$ cat src/rtl/tbspp_consts.svh
`ifndef TBSPP_CONSTS_SVH
`define TBSPP_CONSTS_SVH
// ===========================================================
// register indices, byte address is four times the index
`define TBSPP_IDX_DATA 8'h60
`define TBSPP_IDX_STAT 8'h61
`define TBSPP_IDX_STROBE 8'h62
`define TBSPP_IDX_PKT 8'h63
`define TBSPP_IDX_STAMP0 8'h64
`define TBSPP_IDX_STAMP7 8'h6B
// ===========================================================
// status and control bit positions
`define TBSPP_ST_MASTER 7
`define TBSPP_ST_IRIG 6
`define TBSPP_ST_GPS 5
`define TBSPP_ST_UNUSED 4
`define TBSPP_ST_TX_EMPTY 3
`define TBSPP_ST_TX_FULL 2
`define TBSPP_ST_RX_EMPTY 1
`define TBSPP_ST_OVF 0
`define TBSPP_PKT_STAMP 0
`define TBSPP_PKT_CKERR 1
// ===========================================================
// packet format
`define TBSPP_FRAME_START 8'h82
`define TBSPP_CMD_LOOP 8'h00
`define TBSPP_CMD_STAMP_EN 8'h01
`define TBSPP_CMD_CLK_SEL 8'h02
`define TBSPP_CMD_STAMP 8'h03
`define TBSPP_LEN_MAX 8'h3C
`define TBSPP_STAMP_MIN 8'h04
`define TBSPP_STAMP_MAX 8'h08
`define TBSPP_QUEUE_DEPTH 16
`define TBSPP_BITS_PER_BYTE 3'h7
`endif

$ cat src/rtl/tbspp_pkg.sv
package tbspp_pkg;
  // ===========================================================
  // receive packet walker states
  typedef enum logic [5:0] {
    TBSPP_IDLE = 6'h01,
    TBSPP_CMD = 6'h02,
    TBSPP_LEN = 6'h04,
    TBSPP_DATA = 6'h08,
    TBSPP_CKL = 6'h10,
    TBSPP_CKH = 6'h20
  } tbspp_state_t;
endpackage : tbspp_pkg

$ cat src/rtl/tbspp_port.sv
`include "tbspp_consts.svh"

// Contract
// - two separate sixteen-byte queues, one for received and one for outgoing bytes
// - receive on every header; drive outgoing data only at the master header
// - every packet starts with start marker byte 0x82
// - marker, then command buffer, then exactly two check bytes
// - buffer holds command, length 0 to 60, then data bytes
// - command 0 is echo; receiver returns packet unchanged, no acknowledge
// - command 1 with one byte switches the per-second stamp report on or off
// - command 2 has five bytes: clock source, then rate in hertz LSB first
// - command 3 from controller carries 4 to 8 seconds bytes, LSB first
// - check bytes cover command, length and data, not the marker
// - low check inverts XOR of odd bytes, high inverts XOR of even
// - data register reads receive head, write pushes to transmit queue
// - status bit 7 reads one when attached at the master header
// - status bit 6 set once the recovered IRIG second pulse is seen
// - status bit 5 set once the satellite receiver second pulse is seen
// - status bit 4 always reads zero
// - bit 3 shows transmit queue empty, bit 2 transmit queue full
// - bit 1 shows receive queue empty
// - toggling bit 0 resets the data path; reading bit 0 shows overflow
// - any write to the strobe register advances the receive queue
module tbspp_port #(
  parameter int DEPTH = `TBSPP_QUEUE_DEPTH
) (
  // clock and reset
  input wire logic clk_i,
  input wire logic rst_i,
  // avalon-mm slave
  input wire logic [9:0] avs_address_i,
  input wire logic avs_read_i,
  input wire logic avs_write_i,
  input wire logic [31:0] avs_writedata_i,
  input wire logic [3:0] avs_byteenable_i,
  output logic [31:0] avs_readdata_o,
  output logic avs_waitrequest_o,
  // serial link, clock and data from the controller
  input wire logic link_clk_i,
  input wire logic link_rx_i,
  output logic link_tx_o,
  output logic link_tx_oe_n_o,
  // board pins
  input wire logic master_header_i,
  input wire logic irig_pps_i,
  input wire logic gps_pps_i
);
  localparam int CW = $clog2(DEPTH) + 1;

  // ===========================================================
  // pin synchronisers
  logic [4:0] pins_s;
  logic sclk_s;
  logic mosi_s;
  logic master_s;
  logic irig_s;
  logic gps_s;
  logic sclk_d_reg;
  logic irig_d_reg;
  logic gps_d_reg;
  logic sclk_rise;
  logic sclk_fall;

  tbspp_sync #(.WIDTH(5)) u_sync (
    .clk_i(clk_i),
    .rst_i(rst_i),
    .async_i({link_clk_i, link_rx_i, master_header_i, irig_pps_i, gps_pps_i}),
    .sync_o(pins_s)
  );
  assign {sclk_s, mosi_s, master_s, irig_s, gps_s} = pins_s;

  always_ff @(posedge clk_i or posedge rst_i) begin
    if (rst_i) begin
      sclk_d_reg <= 1'b0;
      irig_d_reg <= 1'b0;
      gps_d_reg <= 1'b0;
    end else begin
      sclk_d_reg <= sclk_s;
      irig_d_reg <= irig_s;
      gps_d_reg <= gps_s;
    end
  end
  // device samples the controller's clock, never makes it
  assign sclk_rise = sclk_s && !sclk_d_reg;
  assign sclk_fall = !sclk_s && sclk_d_reg;

  // ===========================================================
  // bus slave: one wait cycle, then one answer cycle
  logic [7:0] idx;
  logic req;
  logic acc;
  logic wr_acc;
  logic wr_data;
  logic wr_stat;
  logic wr_strobe;
  logic dp_flush;
  logic toggle_reg;
  logic [7:0] rd_val;

  assign idx = avs_address_i[9:2];
  assign req = avs_read_i || avs_write_i;
  assign acc = req && !avs_waitrequest_o;
  assign wr_acc = acc && avs_write_i && avs_byteenable_i[0];
  assign wr_data = wr_acc && (idx == `TBSPP_IDX_DATA);
  assign wr_stat = wr_acc && (idx == `TBSPP_IDX_STAT);
  assign wr_strobe = wr_acc && (idx == `TBSPP_IDX_STROBE);
  // a change of the written bit 0 flushes the whole serial path
  assign dp_flush = wr_stat && (avs_writedata_i[`TBSPP_ST_OVF] != toggle_reg);

  always_ff @(posedge clk_i or posedge rst_i) begin
    if (rst_i) begin
      avs_waitrequest_o <= 1'b1;
      avs_readdata_o <= 32'h0000_0000;
    end else begin
      avs_waitrequest_o <= !(req && avs_waitrequest_o);
      if (avs_read_i && avs_waitrequest_o) begin
        avs_readdata_o <= {24'h00_0000, rd_val};
      end
    end
  end

  always_ff @(posedge clk_i or posedge rst_i) begin
    if (rst_i) begin
      toggle_reg <= 1'b0;
    end else if (wr_stat) begin
      toggle_reg <= avs_writedata_i[`TBSPP_ST_OVF];
    end
  end

  // ===========================================================
  // queues
  logic rx_push;
  logic rx_full;
  logic rx_empty;
  logic [7:0] rx_head;
  logic [CW-1:0] rx_count;
  logic tx_pop;
  logic tx_full;
  logic tx_empty;
  logic [7:0] tx_head;
  logic [CW-1:0] tx_count;
  logic [7:0] rx_shift_reg;
  logic [7:0] rx_byte;
  logic [2:0] bit_cnt_reg;

  // two independent queues, one per direction
  // every received byte, echo and answers included, reaches software unless the receive queue is full
  tbspp_queue #(.WIDTH(8), .DEPTH(DEPTH)) u_rx_queue (
    .clk_i(clk_i),
    .rst_i(rst_i),
    .flush_i(dp_flush),
    .push_i(rx_push),
    .din_i(rx_byte),
    .full_o(rx_full),
    .pop_i(wr_strobe),
    .head_o(rx_head),
    .empty_o(rx_empty),
    .count_o(rx_count)
  );

  // queue refuses pushes when full and pops when empty
  tbspp_queue #(.WIDTH(8), .DEPTH(DEPTH)) u_tx_queue (
    .clk_i(clk_i),
    .rst_i(rst_i),
    .flush_i(dp_flush),
    .push_i(wr_data),
    .din_i(avs_writedata_i[7:0]),
    .full_o(tx_full),
    .pop_i(tx_pop),
    .head_o(tx_head),
    .empty_o(tx_empty),
    .count_o(tx_count)
  );

  // ===========================================================
  // link receive, msb first, byte complete on the eighth rising edge
  assign rx_byte = {rx_shift_reg[6:0], mosi_s};
  assign rx_push = sclk_rise && (bit_cnt_reg == `TBSPP_BITS_PER_BYTE) && !dp_flush;

  always_ff @(posedge clk_i or posedge rst_i) begin
    if (rst_i) begin
      rx_shift_reg <= 8'h00;
      bit_cnt_reg <= 3'h0;
    end else if (dp_flush) begin
      rx_shift_reg <= 8'h00;
      bit_cnt_reg <= 3'h0;
    end else if (sclk_rise) begin
      rx_shift_reg <= rx_byte;
      bit_cnt_reg <= bit_cnt_reg + 3'h1;
    end
  end

  // ===========================================================
  // link transmit: next bit is set up on each falling edge
  logic [7:0] tx_byte_reg;
  logic tx_valid_reg;

  // load only while idle between bytes and only at the master header
  assign tx_pop = (bit_cnt_reg == 3'h0) && !tx_valid_reg && !tx_empty && master_s
    && !sclk_rise && !dp_flush;

  always_ff @(posedge clk_i or posedge rst_i) begin
    if (rst_i) begin
      tx_byte_reg <= 8'h00;
      tx_valid_reg <= 1'b0;
      link_tx_o <= 1'b0;
    end else if (dp_flush) begin
      tx_byte_reg <= 8'h00;
      tx_valid_reg <= 1'b0;
      link_tx_o <= 1'b0;
    end else if (tx_pop) begin
      tx_byte_reg <= tx_head;
      tx_valid_reg <= 1'b1;
      link_tx_o <= tx_head[7];
    end else begin
      if (rx_push) begin
        tx_valid_reg <= 1'b0;
      end
      if (sclk_fall) begin
        link_tx_o <= tx_valid_reg && tx_byte_reg[3'h7 - bit_cnt_reg];
      end
    end
  end

  // pin is released away from the master header
  always_ff @(posedge clk_i or posedge rst_i) begin
    if (rst_i) begin
      link_tx_oe_n_o <= 1'b1;
    end else begin
      link_tx_oe_n_o <= !master_s;
    end
  end

  // ===========================================================
  // sticky status flags; a new event wins over the flush
  logic ovf_reg;
  logic irig_seen_reg;
  logic gps_seen_reg;

  always_ff @(posedge clk_i or posedge rst_i) begin
    if (rst_i) begin
      ovf_reg <= 1'b0;
      irig_seen_reg <= 1'b0;
      gps_seen_reg <= 1'b0;
    end else begin
      // overflow means the byte was lost; software must drain in time
      if (sclk_rise && (bit_cnt_reg == `TBSPP_BITS_PER_BYTE) && rx_full) begin
        ovf_reg <= 1'b1;
      end else if (dp_flush) begin
        ovf_reg <= 1'b0;
      end
      if (irig_s && !irig_d_reg) begin
        irig_seen_reg <= 1'b1;
      end else if (dp_flush) begin
        irig_seen_reg <= 1'b0;
      end
      if (gps_s && !gps_d_reg) begin
        gps_seen_reg <= 1'b1;
      end else if (dp_flush) begin
        gps_seen_reg <= 1'b0;
      end
    end
  end

  // ===========================================================
  // receive packet walker, catches seconds reports
  tbspp_pkg::tbspp_state_t state_reg;
  logic [7:0] cmd_reg;
  logic [7:0] len_reg;
  logic [7:0] left_reg;
  logic [7:0] xor_odd_reg;
  logic [7:0] xor_even_reg;
  logic odd_pos_reg;
  logic [7:0] shadow_reg [8];
  logic [7:0] stamp_reg [8];
  logic stamp_new_reg;
  logic ckerr_reg;
  logic stamp_take;
  logic stamp_ok;

  // marker and check bytes stay out of the running xor
  assign stamp_ok = (cmd_reg == `TBSPP_CMD_STAMP) && (len_reg >= `TBSPP_STAMP_MIN)
    && (len_reg <= `TBSPP_STAMP_MAX);
  assign stamp_take = rx_push && (state_reg == tbspp_pkg::TBSPP_CKH) && stamp_ok
    && (rx_byte == ~xor_even_reg);

  always_ff @(posedge clk_i or posedge rst_i) begin
    if (rst_i) begin
      state_reg <= tbspp_pkg::TBSPP_IDLE;
      cmd_reg <= 8'h00;
      len_reg <= 8'h00;
      left_reg <= 8'h00;
      xor_odd_reg <= 8'h00;
      xor_even_reg <= 8'h00;
      odd_pos_reg <= 1'b1;
      ckerr_reg <= 1'b0;
    end else if (dp_flush) begin
      state_reg <= tbspp_pkg::TBSPP_IDLE;
      ckerr_reg <= 1'b0;
    end else if (rx_push) begin
      case (state_reg)
        tbspp_pkg::TBSPP_IDLE: begin
          xor_odd_reg <= 8'h00;
          xor_even_reg <= 8'h00;
          odd_pos_reg <= 1'b1;
          if (rx_byte == `TBSPP_FRAME_START) begin
            state_reg <= tbspp_pkg::TBSPP_CMD;
          end
        end
        tbspp_pkg::TBSPP_CMD: begin
          cmd_reg <= rx_byte;
          xor_odd_reg <= rx_byte;
          odd_pos_reg <= 1'b0;
          state_reg <= tbspp_pkg::TBSPP_LEN;
        end
        tbspp_pkg::TBSPP_LEN: begin
          len_reg <= rx_byte;
          left_reg <= rx_byte;
          xor_even_reg <= rx_byte;
          odd_pos_reg <= 1'b1;
          if (rx_byte > `TBSPP_LEN_MAX) begin
            state_reg <= tbspp_pkg::TBSPP_IDLE;
          end else if (rx_byte == 8'h00) begin
            state_reg <= tbspp_pkg::TBSPP_CKL;
          end else begin
            state_reg <= tbspp_pkg::TBSPP_DATA;
          end
        end
        tbspp_pkg::TBSPP_DATA: begin
          if (odd_pos_reg) begin
            xor_odd_reg <= xor_odd_reg ^ rx_byte;
          end else begin
            xor_even_reg <= xor_even_reg ^ rx_byte;
          end
          odd_pos_reg <= !odd_pos_reg;
          left_reg <= left_reg - 8'h01;
          if (left_reg == 8'h01) begin
            state_reg <= tbspp_pkg::TBSPP_CKL;
          end
        end
        tbspp_pkg::TBSPP_CKL: begin
          if (rx_byte != ~xor_odd_reg) begin
            ckerr_reg <= 1'b1;
            state_reg <= tbspp_pkg::TBSPP_IDLE;
          end else begin
            state_reg <= tbspp_pkg::TBSPP_CKH;
          end
        end
        tbspp_pkg::TBSPP_CKH: begin
          if (rx_byte != ~xor_even_reg) begin
            ckerr_reg <= 1'b1;
          end
          state_reg <= tbspp_pkg::TBSPP_IDLE;
        end
        default: begin
          state_reg <= tbspp_pkg::TBSPP_IDLE;
        end
      endcase
    end
  end

  // data bytes land lsb first; bytes past the eighth are not kept
  always_ff @(posedge clk_i or posedge rst_i) begin
    if (rst_i) begin
      for (int i = 0; i < 8; i++) begin
        shadow_reg[i] <= 8'h00;
        stamp_reg[i] <= 8'h00;
      end
      stamp_new_reg <= 1'b0;
    end else begin
      if (rx_push && (state_reg == tbspp_pkg::TBSPP_LEN)) begin
        for (int i = 0; i < 8; i++) begin
          shadow_reg[i] <= 8'h00;
        end
      end else if (rx_push && (state_reg == tbspp_pkg::TBSPP_DATA)
        && ((len_reg - left_reg) < 8'h08)) begin
        shadow_reg[3'((len_reg - left_reg))] <= rx_byte;
      end
      if (stamp_take) begin
        stamp_reg <= shadow_reg;
        stamp_new_reg <= 1'b1;
      end else if (dp_flush) begin
        stamp_new_reg <= 1'b0;
      end
    end
  end

  // ===========================================================
  // read mux; unmapped indices read zero
  always_comb begin
    rd_val = 8'h00;
    if (idx == `TBSPP_IDX_DATA) begin
      rd_val = rx_head;
    end else if (idx == `TBSPP_IDX_STAT) begin
      rd_val[`TBSPP_ST_MASTER] = master_s;
      rd_val[`TBSPP_ST_IRIG] = irig_seen_reg;
      rd_val[`TBSPP_ST_GPS] = gps_seen_reg;
      rd_val[`TBSPP_ST_UNUSED] = 1'b0;
      rd_val[`TBSPP_ST_TX_EMPTY] = tx_empty;
      rd_val[`TBSPP_ST_TX_FULL] = tx_full;
      rd_val[`TBSPP_ST_RX_EMPTY] = rx_empty;
      rd_val[`TBSPP_ST_OVF] = ovf_reg;
    end else if (idx == `TBSPP_IDX_PKT) begin
      rd_val[`TBSPP_PKT_STAMP] = stamp_new_reg;
      rd_val[`TBSPP_PKT_CKERR] = ckerr_reg;
    end else if ((idx >= `TBSPP_IDX_STAMP0) && (idx <= `TBSPP_IDX_STAMP7)) begin
      rd_val = stamp_reg[3'(idx - `TBSPP_IDX_STAMP0)];
    end
  end
endmodule : tbspp_port

$ cat src/rtl/tbspp_sync.sv
module tbspp_sync #(
  parameter int WIDTH = 1
) (
  // clock and reset
  input wire logic clk_i,
  input wire logic rst_i,
  // levels
  input wire logic [WIDTH-1:0] async_i,
  output logic [WIDTH-1:0] sync_o
);
  logic [WIDTH-1:0] meta_reg;

  always_ff @(posedge clk_i or posedge rst_i) begin
    if (rst_i) begin
      meta_reg <= '0;
      sync_o <= '0;
    end else begin
      meta_reg <= async_i;
      sync_o <= meta_reg;
    end
  end
endmodule : tbspp_sync

$ cat src/rtl/tbspp_queue.sv
module tbspp_queue #(
  parameter int WIDTH = 8,
  parameter int DEPTH = 16
) (
  // clock and reset
  input wire logic clk_i,
  input wire logic rst_i,
  input wire logic flush_i,
  // fill side
  input wire logic push_i,
  input wire logic [WIDTH-1:0] din_i,
  output logic full_o,
  // drain side
  input wire logic pop_i,
  output logic [WIDTH-1:0] head_o,
  output logic empty_o,
  output logic [$clog2(DEPTH):0] count_o
);
  localparam int AW = $clog2(DEPTH);
  logic [WIDTH-1:0] mem [DEPTH];
  logic [AW-1:0] wr_ptr_reg;
  logic [AW-1:0] rd_ptr_reg;
  logic do_push;
  logic do_pop;

  assign full_o = (count_o == (AW+1)'(DEPTH));
  assign empty_o = (count_o == '0);
  assign do_push = push_i && !full_o;
  assign do_pop = pop_i && !empty_o;
  assign head_o = mem[rd_ptr_reg];

  always_ff @(posedge clk_i) begin
    if (do_push) begin
      mem[wr_ptr_reg] <= din_i;
    end
  end

  always_ff @(posedge clk_i or posedge rst_i) begin
    if (rst_i) begin
      wr_ptr_reg <= '0;
      rd_ptr_reg <= '0;
      count_o <= '0;
    end else if (flush_i) begin
      wr_ptr_reg <= '0;
      rd_ptr_reg <= '0;
      count_o <= '0;
    end else begin
      if (do_push) begin
        wr_ptr_reg <= wr_ptr_reg + 1'b1;
      end
      if (do_pop) begin
        rd_ptr_reg <= rd_ptr_reg + 1'b1;
      end
      count_o <= count_o + (AW+1)'(do_push) - (AW+1)'(do_pop);
    end
  end
endmodule : tbspp_queue

$ cat config.mk
export PLATFORM = sky130hd
export DESIGN_NAME = tbspp_port
export DESIGN_NICKNAME = d
export VERILOG_FILES = /design/src/rtl/tbspp_pkg.sv /design/src/rtl/tbspp_port.sv /design/src/rtl/tbspp_sync.sv /design/src/rtl/tbspp_queue.sv
export VERILOG_INCLUDE_DIRS = /design/src /design/src/rtl
export SDC_FILE = /design/constraint.sdc
export NUM_CORES = 1
export LEC_CHECK = 0
export BUFFER_PORTS_ARGS = -buffer_cell sky130_fd_sc_hd__buf_2
export CAP_MARGIN = 20
export CORE_ASPECT_RATIO = 1.1
export CORE_MARGIN = 2
export CORE_UTILIZATION = 48
export DETAILED_ROUTE_END_ITERATION = 10
export PLACE_DENSITY = 0.74
export SLEW_MARGIN = 20
export SYNTH_ARGS = -nofsm -noshare
export SYNTH_HDL_FRONTEND = slang
export SYNTH_HIERARCHICAL = 1
export SYNTH_SLANG_ARGS = --single-unit
export TNS_END_PERCENT = 5
$ cat constraint.sdc
create_clock -name clk_i -period 8.4 [get_ports clk_i]
set_input_delay 0.42 -clock clk_i [delete_from_list [all_inputs] [get_ports clk_i]]
set_output_delay 0.42 -clock clk_i [all_outputs]
set_load 0.005 [all_outputs]
After elaboration in Yosys (flattened, before gate mapping)
Memories as Yosys holds them, arrays and structs flattened.
Cells that the tools add are included.
{"block": "op_classes", "bitwise_logic": 7, "reduce_logical": 84, "magnitude_cmp": 10, "eq_ne": 26, "n_mux": 65, "add_sub_neg": 13}
{"cell": "64-bit 2-to-1 mux", "n": 2}
{"cell": "8-bit 2-to-1 mux", "n": 10}
{"cell": "64-bit bitwise mux", "n": 1}
{"cell": "8-bit one-hot mux with 3 select lines", "n": 2}
{"cell": "1-bit logical AND", "n": 36}
{"cell": "6-bit 2-to-1 mux", "n": 6}
{"cell": "8-bit by 7-bit == test with 1-bit output, second input constant", "n": 4}
{"cell": "4-bit 2-to-1 mux", "n": 8}
{"cell": "6-bit one-hot mux with 5 select lines", "n": 1}
{"cell": "2-bit nonzero test", "n": 13}
{"cell": "8-bit binary-select mux with 3-bit select", "n": 1}
{"cell": "8-bit demux with 3-bit select", "n": 1}
{"cell": "1-bit 2-to-1 mux", "n": 20}
{"cell": "5-bit 2-to-1 mux", "n": 4}
{"cell": "3-bit nonzero test", "n": 6}
{"cell": "4-bit by 1-bit adder with 4-bit output, second input constant", "n": 4}
{"cell": "8-bit inequality test", "n": 2}
{"cell": "8-bit NOT", "n": 2}
{"cell": "8-bit one-hot mux with 2 select lines", "n": 1}
{"cell": "8-bit bitwise XOR", "n": 2}
{"cell": "1-bit zero test", "n": 15}
{"cell": "3-bit AND reduction", "n": 5}
{"cell": "7-bit 2-to-1 mux", "n": 2}
{"cell": "4-bit AND reduction", "n": 3}
{"cell": "other kinds (44)", "n": 54}
{"block": "word_totals", "register_bits": 250, "ramBits": 256, "mem_count": 2, "input_bits": 55}
{"name": "u_rx_queue.mem", "depth": 16, "word_bits": 8, "read_ports": 1, "rd_clocked_by_memory_dff": 0, "write_ports": 1, "line_no": "tbspp_queue.sv:20", "text": "logic [WIDTH-1:0] mem [DEPTH];"}
{"name": "u_tx_queue.mem", "depth": 16, "word_bits": 8, "read_ports": 1, "rd_clocked_by_memory_dff": 0, "write_ports": 1, "line_no": "tbspp_queue.sv:20"}

Depth between registers and ports, before layout
{"block": "logic_depth", "word_depth": 12, "ltp_mapped": 19, "depth_no_buf": 18}

Cells and area by module
Netlist, hierarchy kept.
{"mod": "tbspp_queue", "area_each_um2": 5810.6, "seq_area_each_um2": 4169.0, "cells_each": 335, "n_inst": 2}
{"mod": "tbspp_port", "area_each_um2": 10597.7, "seq_area_each_um2": 5360.1, "cells_each": 943, "n_inst": 1}
{"mod": "tbspp_sync", "area_each_um2": 254.0, "seq_area_each_um2": 250.2, "cells_each": 11, "n_inst": 1}

Worst setup path after synthesis
Ideal clock, no wire load.
{"block": "synth_path", "path_type": "in2reg", "start": "input port avs_address_i[2]", "end": "register u_tx_queue.count_o[4]", "path_slack_ns": 4.861, "t_arrival_ns": 3.393, "t_required_ns": 8.254, "path_stages": 17, "setup_time_ns": 0.146, "n_path_buf": 3, "cell_sequence": "buf_6 -> nand4b_2 -> and4bb_4 -> buf_1 -> clkbuf_1 -> nor2_1 -> nand2_1 -> inv_1 -> ha_1 -> inv_1 -> ha_1 -> inv_1 -> fa_1 -> nor2b_1 -> o21bai_1 -> a21oi_1 -> nor3b_1"}
{"block": "synth_via", "elab_chain_cells": 8, "word_cells_on_any_way": 12, "classes_between": "add/sub (2); eq/ne (2); mux (1); reduce/logical (7)"}
{"element": "from (decl)", "line_no": "tbspp_port.sv:31", "text": "input wire logic [9:0] avs_address_i,"}
{"element": "8-bit by 7-bit == test with 1-bit output (no line)"}
{"element": "1-bit logical AND", "line_no": "tbspp_port.sv:105", "text": "assign wr_stat = wr_acc && (idx == `TBSPP_IDX_STAT);"}
{"element": "1-bit logical AND", "line_no": "tbspp_port.sv:108", "text": "assign dp_flush = wr_stat && (avs_writedata_i[`TBSPP_ST_OVF] != toggle_reg);"}
{"element": "named net dp_flush", "line_no": "tbspp_port.sv:96", "text": "logic dp_flush;"}
{"element": "1-bit zero test", "line_no": "tbspp_port.sv:200", "text": "&& !sclk_rise && !dp_flush;"}
{"element": "1-bit logical AND", "line_no": "tbspp_port.sv:200"}
{"element": "named net tx_pop", "line_no": "tbspp_port.sv:137", "text": "logic tx_pop;"}
{"element": "1-bit logical AND", "line_no": "tbspp_queue.sv:29", "text": "assign do_pop = pop_i && !empty_o;"}
{"element": "5-bit by 1-bit subtractor with 5-bit output", "line_no": "tbspp_queue.sv:54", "text": "count_o <= count_o + (AW+1)'(do_push) - (AW+1)'(do_pop);"}
{"element": "5-bit 2-to-1 mux", "line_no": "tbspp_queue.sv:43", "text": "end else if (flush_i) begin"}
{"element": "to (signal assigned)", "line_no": "tbspp_queue.sv:54"}
{"element": "to (decl)", "line_no": "tbspp_queue.sv:17", "text": "output logic [$clog2(DEPTH):0] count_o"}
The timed path passes the listed nets, and every way through them passes these cells.
A chain may end at the register's enable or synchronous reset.

Worst setup path in the final report
{"block": "layout_path", "start": "register u_tx_queue.count_o[2]", "end": "register u_tx_queue.count_o[4]"}
{"block": "layout_via", "elab_chain_cells": 9, "word_cells_on_any_way": 13, "classes_between": "add/sub (2); eq/ne (1); mux (1); reduce/logical (9)"}
{"element": "5-bit zero test", "line_no": "tbspp_queue.sv:27", "text": "assign empty_o = (count_o == '0);"}
{"element": "named net tx_empty", "line_no": "tbspp_port.sv:139", "text": "logic tx_empty;"}
{"element": "1-bit zero test", "line_no": "tbspp_port.sv:199", "text": "assign tx_pop = (bit_cnt_reg == 3'h0) && !tx_valid_reg && !tx_empty && master_s"}
{"element": "1-bit logical AND (2 in a row)", "line_no": "tbspp_port.sv:199"}
{"element": "1-bit logical AND (2 in a row)", "line_no": "tbspp_port.sv:200"}
{"element": "named net tx_pop", "line_no": "tbspp_port.sv:137"}
{"element": "1-bit logical AND", "line_no": "tbspp_queue.sv:29"}
{"element": "5-bit by 1-bit subtractor with 5-bit output", "line_no": "tbspp_queue.sv:54"}
{"element": "5-bit 2-to-1 mux", "line_no": "tbspp_queue.sv:43"}
The timed path passes the listed nets, and every way through them passes these cells.

==> run_summary.xml <==
<?xml version="1.0" encoding="UTF-8"?>
<metrics>
  <group name="cts">
    <metric name="cts.hold.buffers_added" unit="">7</metric>
    <metric name="cts_htree_levels" unit="">2</metric>
    <metric name="cts.path.max_buffers" unit="">3</metric>
    <metric name="insertion_delay" unit="ns">0.59</metric>
    <metric name="tritoncts" unit="">done</metric>
    <metric name="post-cts-setup-buffers" unit="">0</metric>
    <metric name="clkSlewWorstSetupHoldPaths" unit="ns">0.06</metric>
    <metric name="cts.root.buffer_cell" unit="">clkbuf_16</metric>
    <metric name="cts_sinks" unit="">506</metric>
    <metric name="cts_repair_resize_count" unit="">0</metric>
    <metric name="cts_inserted_buffers" unit="">51</metric>
  </group>
  <group name="sta">
    <metric name="totalNegativeSetupSlack" unit="ns">0</metric>
    <metric name="setup_violations" unit="">0</metric>
    <metric name="finClkSkew" unit="ns">0.0144</metric>
    <metric name="fin_crit" unit="ns">4.17</metric>
    <metric name="grt_setup_unrepaired" unit="">no</metric>
    <metric name="hold_viol_final" unit="">0</metric>
    <metric name="max_freq" unit="MHz">240</metric>
    <metric name="timing.final.max_slew_violations" unit="">0</metric>
    <metric name="tightestPinTransition" unit="ns">0.970</metric>
    <metric name="final_min_period_over_clock_period" unit="">0.496</metric>
    <metric name="maxSlewHeadroom" unit="">0.350</metric>
  </group>
  <group name="layout">
    <metric name="utilization" unit="">0.534</metric>
    <metric name="postLayoutCellArea" unit="sq um">24800</metric>
    <metric name="drive_gt1_frac" unit="">0.194</metric>
    <metric name="largest_registers_ranked_by_flip_flop_count" unit="">u_rx_queue/mem (128), u_tx_queue/mem (128)</metric>
    <metric name="syn_to_final_growth" unit="%">10.3</metric>
    <metric name="antenna_cells" unit="">0</metric>
    <metric name="finalNetCount" unit="">1745</metric>
  </group>
  <group name="global_routing">
    <metric name="grt_usage" unit="">0.193</metric>
    <metric name="grt_pass1_vias" unit="">13200</metric>
    <metric name="global_route_wire_length_before_repair" unit="mm">73.1</metric>
    <metric name="grt_overflow" unit="">0</metric>
    <metric name="maximum_number_of_pins_on_one_net_before_global_route_repair" unit="">141</metric>
    <metric name="antenna_found_initial" unit="">1</metric>
  </group>
  <group name="power_and_ir_drop">
    <metric name="power_density" unit="nW/um^2">237</metric>
    <metric name="worst_ir_drop_vdd" unit="uV">200</metric>
    <metric name="leakage" unit="nW">10.3</metric>
  </group>
  <group name="flow_run">
    <metric name="drv.max_cap_violation_count" unit="">0</metric>
  </group>
  <group name="logic_synthesis">
    <metric name="yosysSeqAreaShare" unit="">0.621</metric>
    <metric name="yosys.cell_types.count" unit="">69</metric>
    <metric name="async_reset_ff_frac" unit="">0.494</metric>
    <metric name="yosysTopAreaCell" unit="">edfxtp_1</metric>
    <metric name="synth_seq_cells" unit="">506</metric>
    <metric name="warnings_synthesis" unit="">6</metric>
    <metric name="synthFlopType" unit="">edfxtp_1</metric>
    <metric name="netlist_area" unit="sq um">22500</metric>
    <metric name="synth_top_cells_by_area" unit="">edfxtp_1 34%, dfrtp_1 27%, mux2_2 5.9%</metric>
    <metric name="synthCells" unit="">1624</metric>
    <metric name="syn_area_per_cell" unit="sq um">13.8</metric>
    <metric name="number_of_enable_type_register_cells_in_the_synthesized_netlist" unit="">256</metric>
    <metric name="netlist.area_leader.share" unit="">0.342</metric>
  </group>
  <group name="critical_path">
    <metric name="worst-endpoint-required" unit="ns">8.89</metric>
    <metric name="worst_path_arrival" unit="ns">4.65</metric>
    <metric name="nature_of_the_critical_path_endpoint" unit="">flop</metric>
    <metric name="criticalPathCategory" unit="">flop to flop</metric>
    <metric name="crit_path_max_fanout" unit="">12</metric>
    <metric name="cp-start-kind" unit="">flop</metric>
  </group>
  <group name="route">
    <metric name="remaining_drc_errors" unit="">0</metric>
    <metric name="detailedRoute.firstPassIterationCount" unit="">8</metric>
    <metric name="dr_total_vias" unit="">13000</metric>
    <metric name="average_via_count_per_standard_cell" unit="">5.69</metric>
    <metric name="drt.antenna.violating_nets" unit="">0</metric>
    <metric name="drt_wl_total" unit="mm">45.9</metric>
    <metric name="routedWlPerCell" unit="um">20.0</metric>
    <metric name="first_iter_violations" unit="">1208</metric>
  </group>
  <group name="placement">
    <metric name="gp_congestion" unit="">0.828</metric>
    <metric name="dp_hpwl" unit="mm">28.5</metric>
    <metric name="total_placed_instance_area" unit="sq um">23100</metric>
    <metric name="place.port_buffers" unit="">36</metric>
  </group>
  <group name="floorplanning">
    <metric name="core_area" unit="sq um">46400</metric>
    <metric name="io-pin-count" unit="">90</metric>
    <metric name="die_width" unit="um">210</metric>
    <metric name="dieHeight" unit="um">231</metric>
    <metric name="initial_core_util" unit="">0.484</metric>
    <metric name="design.die.area" unit="sq um">48600</metric>
    <metric name="num_rows" unit="">83</metric>
  </group>
  <group name="hold_path">
    <metric name="worstHoldPathType" unit="">input pin to flop</metric>
  </group>
  <group name="outcome">
    <metric name="result_of_the_run" unit="">completed</metric>
  </group>
</metrics>
==> cell type report <==
class / count / area (sq um)
Clock inverter: 28 / 239
Multi-Input combinational cell: 959 / 7780
Tap cell: 595 / 744
Sequential cell: 506 / 14000
Inverter: 64 / 248
Fill cell: 3699 / 21600
Timing Repair Buffer: 70 / 473
Clock buffer: 67 / 1350
==> power breakdown <==
| part | leakage [nW] | switching (W) | internal (W) | total (W) |
|---|---|---|---|---|
| sequential | 5.64 | 0.000107 | 0.00273 | 0.00284 |
| clock | 0.762 | 0.000952 | 0.00123 | 0.00218 |
| combinational | 3.91 | 0.000477 | 0.000380 | 0.000857 |
==> final timing paths <==
check / start / to / slack (ns) / cells after the start
worst max-delay path: u_tx_queue/count_o[2] / u_tx_queue/count_o[4] / 4.23 / 18
worst min register to register: u_sync/meta_reg[1] / u_sync/sync_o[1] / 0.35 / 0
worst max register to register: u_tx_queue/count_o[2] / u_tx_queue/count_o[4] / 4.23 / 18
worst min-delay path: avs_write_i / avs_waitrequest_o / 0.03 / 2
min in group asynchronous: rst_i / sclk_d_reg / 0.39 / 3
max in group asynchronous: rst_i / shadow_reg[60] / 6.78 / 4
==> cells in the mapped netlist (all sizes together), types with 5 or more instances <==
| master | n |
|---|---|
| xor2 | 22 |
| nand4 | 8 |
| mux2i | 121 |
| dfrtp | 246 |
| o221ai | 8 |
| or4b | 5 |
| nor2 | 89 |
| o21a | 9 |
| xnor2 | 18 |
| ha | 35 |
| a22oi | 7 |
| o21ai | 69 |
| a221o | 16 |
| nor4 | 15 |
| and2 | 18 |
| nor3b | 7 |
| a21oi | 29 |
| edfxtp | 256 |
| mux4 | 50 |
| o22ai | 20 |
| nor2b | 12 |
| inv | 64 |
| nand2 | 128 |
| clkbuf | 37 |
| nand2b | 10 |
| buf | 81 |
| a22o | 17 |
| mux2 | 117 |
| nor3 | 39 |
| nand3 | 17 |
==> cells by family after synthesis <==
group,count (synthesis),synth area share
flops,506,0.621
simple gates,369,0.0803
buf+inv,182,0.0391
compound gates,200,0.0590
fa+ha+maj,38,0.0222
other cells,1,0.000167
xor+xnor,40,0.0159
mux,288,0.163
==> layer usage <==
| metal | GRT usage | up-vias | share of wire |
|---|---|---|---|
| met5 | 0 | - | 0 |
| met4 | 0.0614 | 0 | 0.027 |
| met3 | 0.0336 | 80 | 0.051 |
| met1 | 0.262 | 6641 | 0.44 |
| met2 | 0.317 | 318 | 0.48 |
| li1 | - | 5981 | - |
==> through the flow <==
| step | hold WS, ns | total power, W | setup slack [ns] | instances |
|---|---|---|---|---|
| after floorplan | 0.260 | 0.00351 | 2.14 | 1647 |
| after global placement | 0.335 | 0.00370 | 3.95 | 2186 |
| after detailed placement | 0.336 | 0.00374 | 3.85 | 2186 |
| after CTS | 0.00117 | 0.00592 | 4.27 | 2288 |
| after global routing | 0.0471 | 0.00611 | 3.90 | 2289 |
| final | 0.0252 | 0.00587 | 4.23 | 2289 |
==> cells in the final DEF (no fill, tap or decap), types with 9 or more instances in the layout <==
cell type  netlist  routed
a22o_1          17      17
buf_4           29      26
nor2_1          87      87
a221o_1         16      16
nor3_1          39      32
o22ai_1         20      20
ha_1            35      35
a21oi_1         28      28
xnor2_1         18      18
nand2_1        128     126
edfxtp_1       256     256
nor2b_1         12      12
clkbuf_1        37      15
nand3_1         17      17
nor4_1          15      15
nand2b_1        10      10
and2_1          17      17
dfrtp_1        246     244
conb_1           1      24
o21ai_0         66      65
buf_2           28      36
mux2i_1        121     121
clkbuf_16        0      51
xor2_1          21      21
o21a_1           9       9
mux2_2         117     117
inv_1           64      63
mux4_2          50      50
clkinv_1         0      10
==> critical path, cell delays in order (launching register included) <==
cell and delay [ns]:
dfrtp_1 0.34, inv_1 0.06, ha_1 0.20, or4b_1 0.29, inv_1 0.16, nor4b_1 0.28
nand3_1 0.52, nor2_1 0.46, nand2_1 0.16, inv_1 0.08, ha_1 0.22, inv_1 0.06
ha_1 0.16, inv_1 0.06, fa_1 0.40, nor2b_1 0.18, o21bai_1 0.11, nand3_1 0.08
nor3b_1 0.24
(Power assumes the default switching activity.)
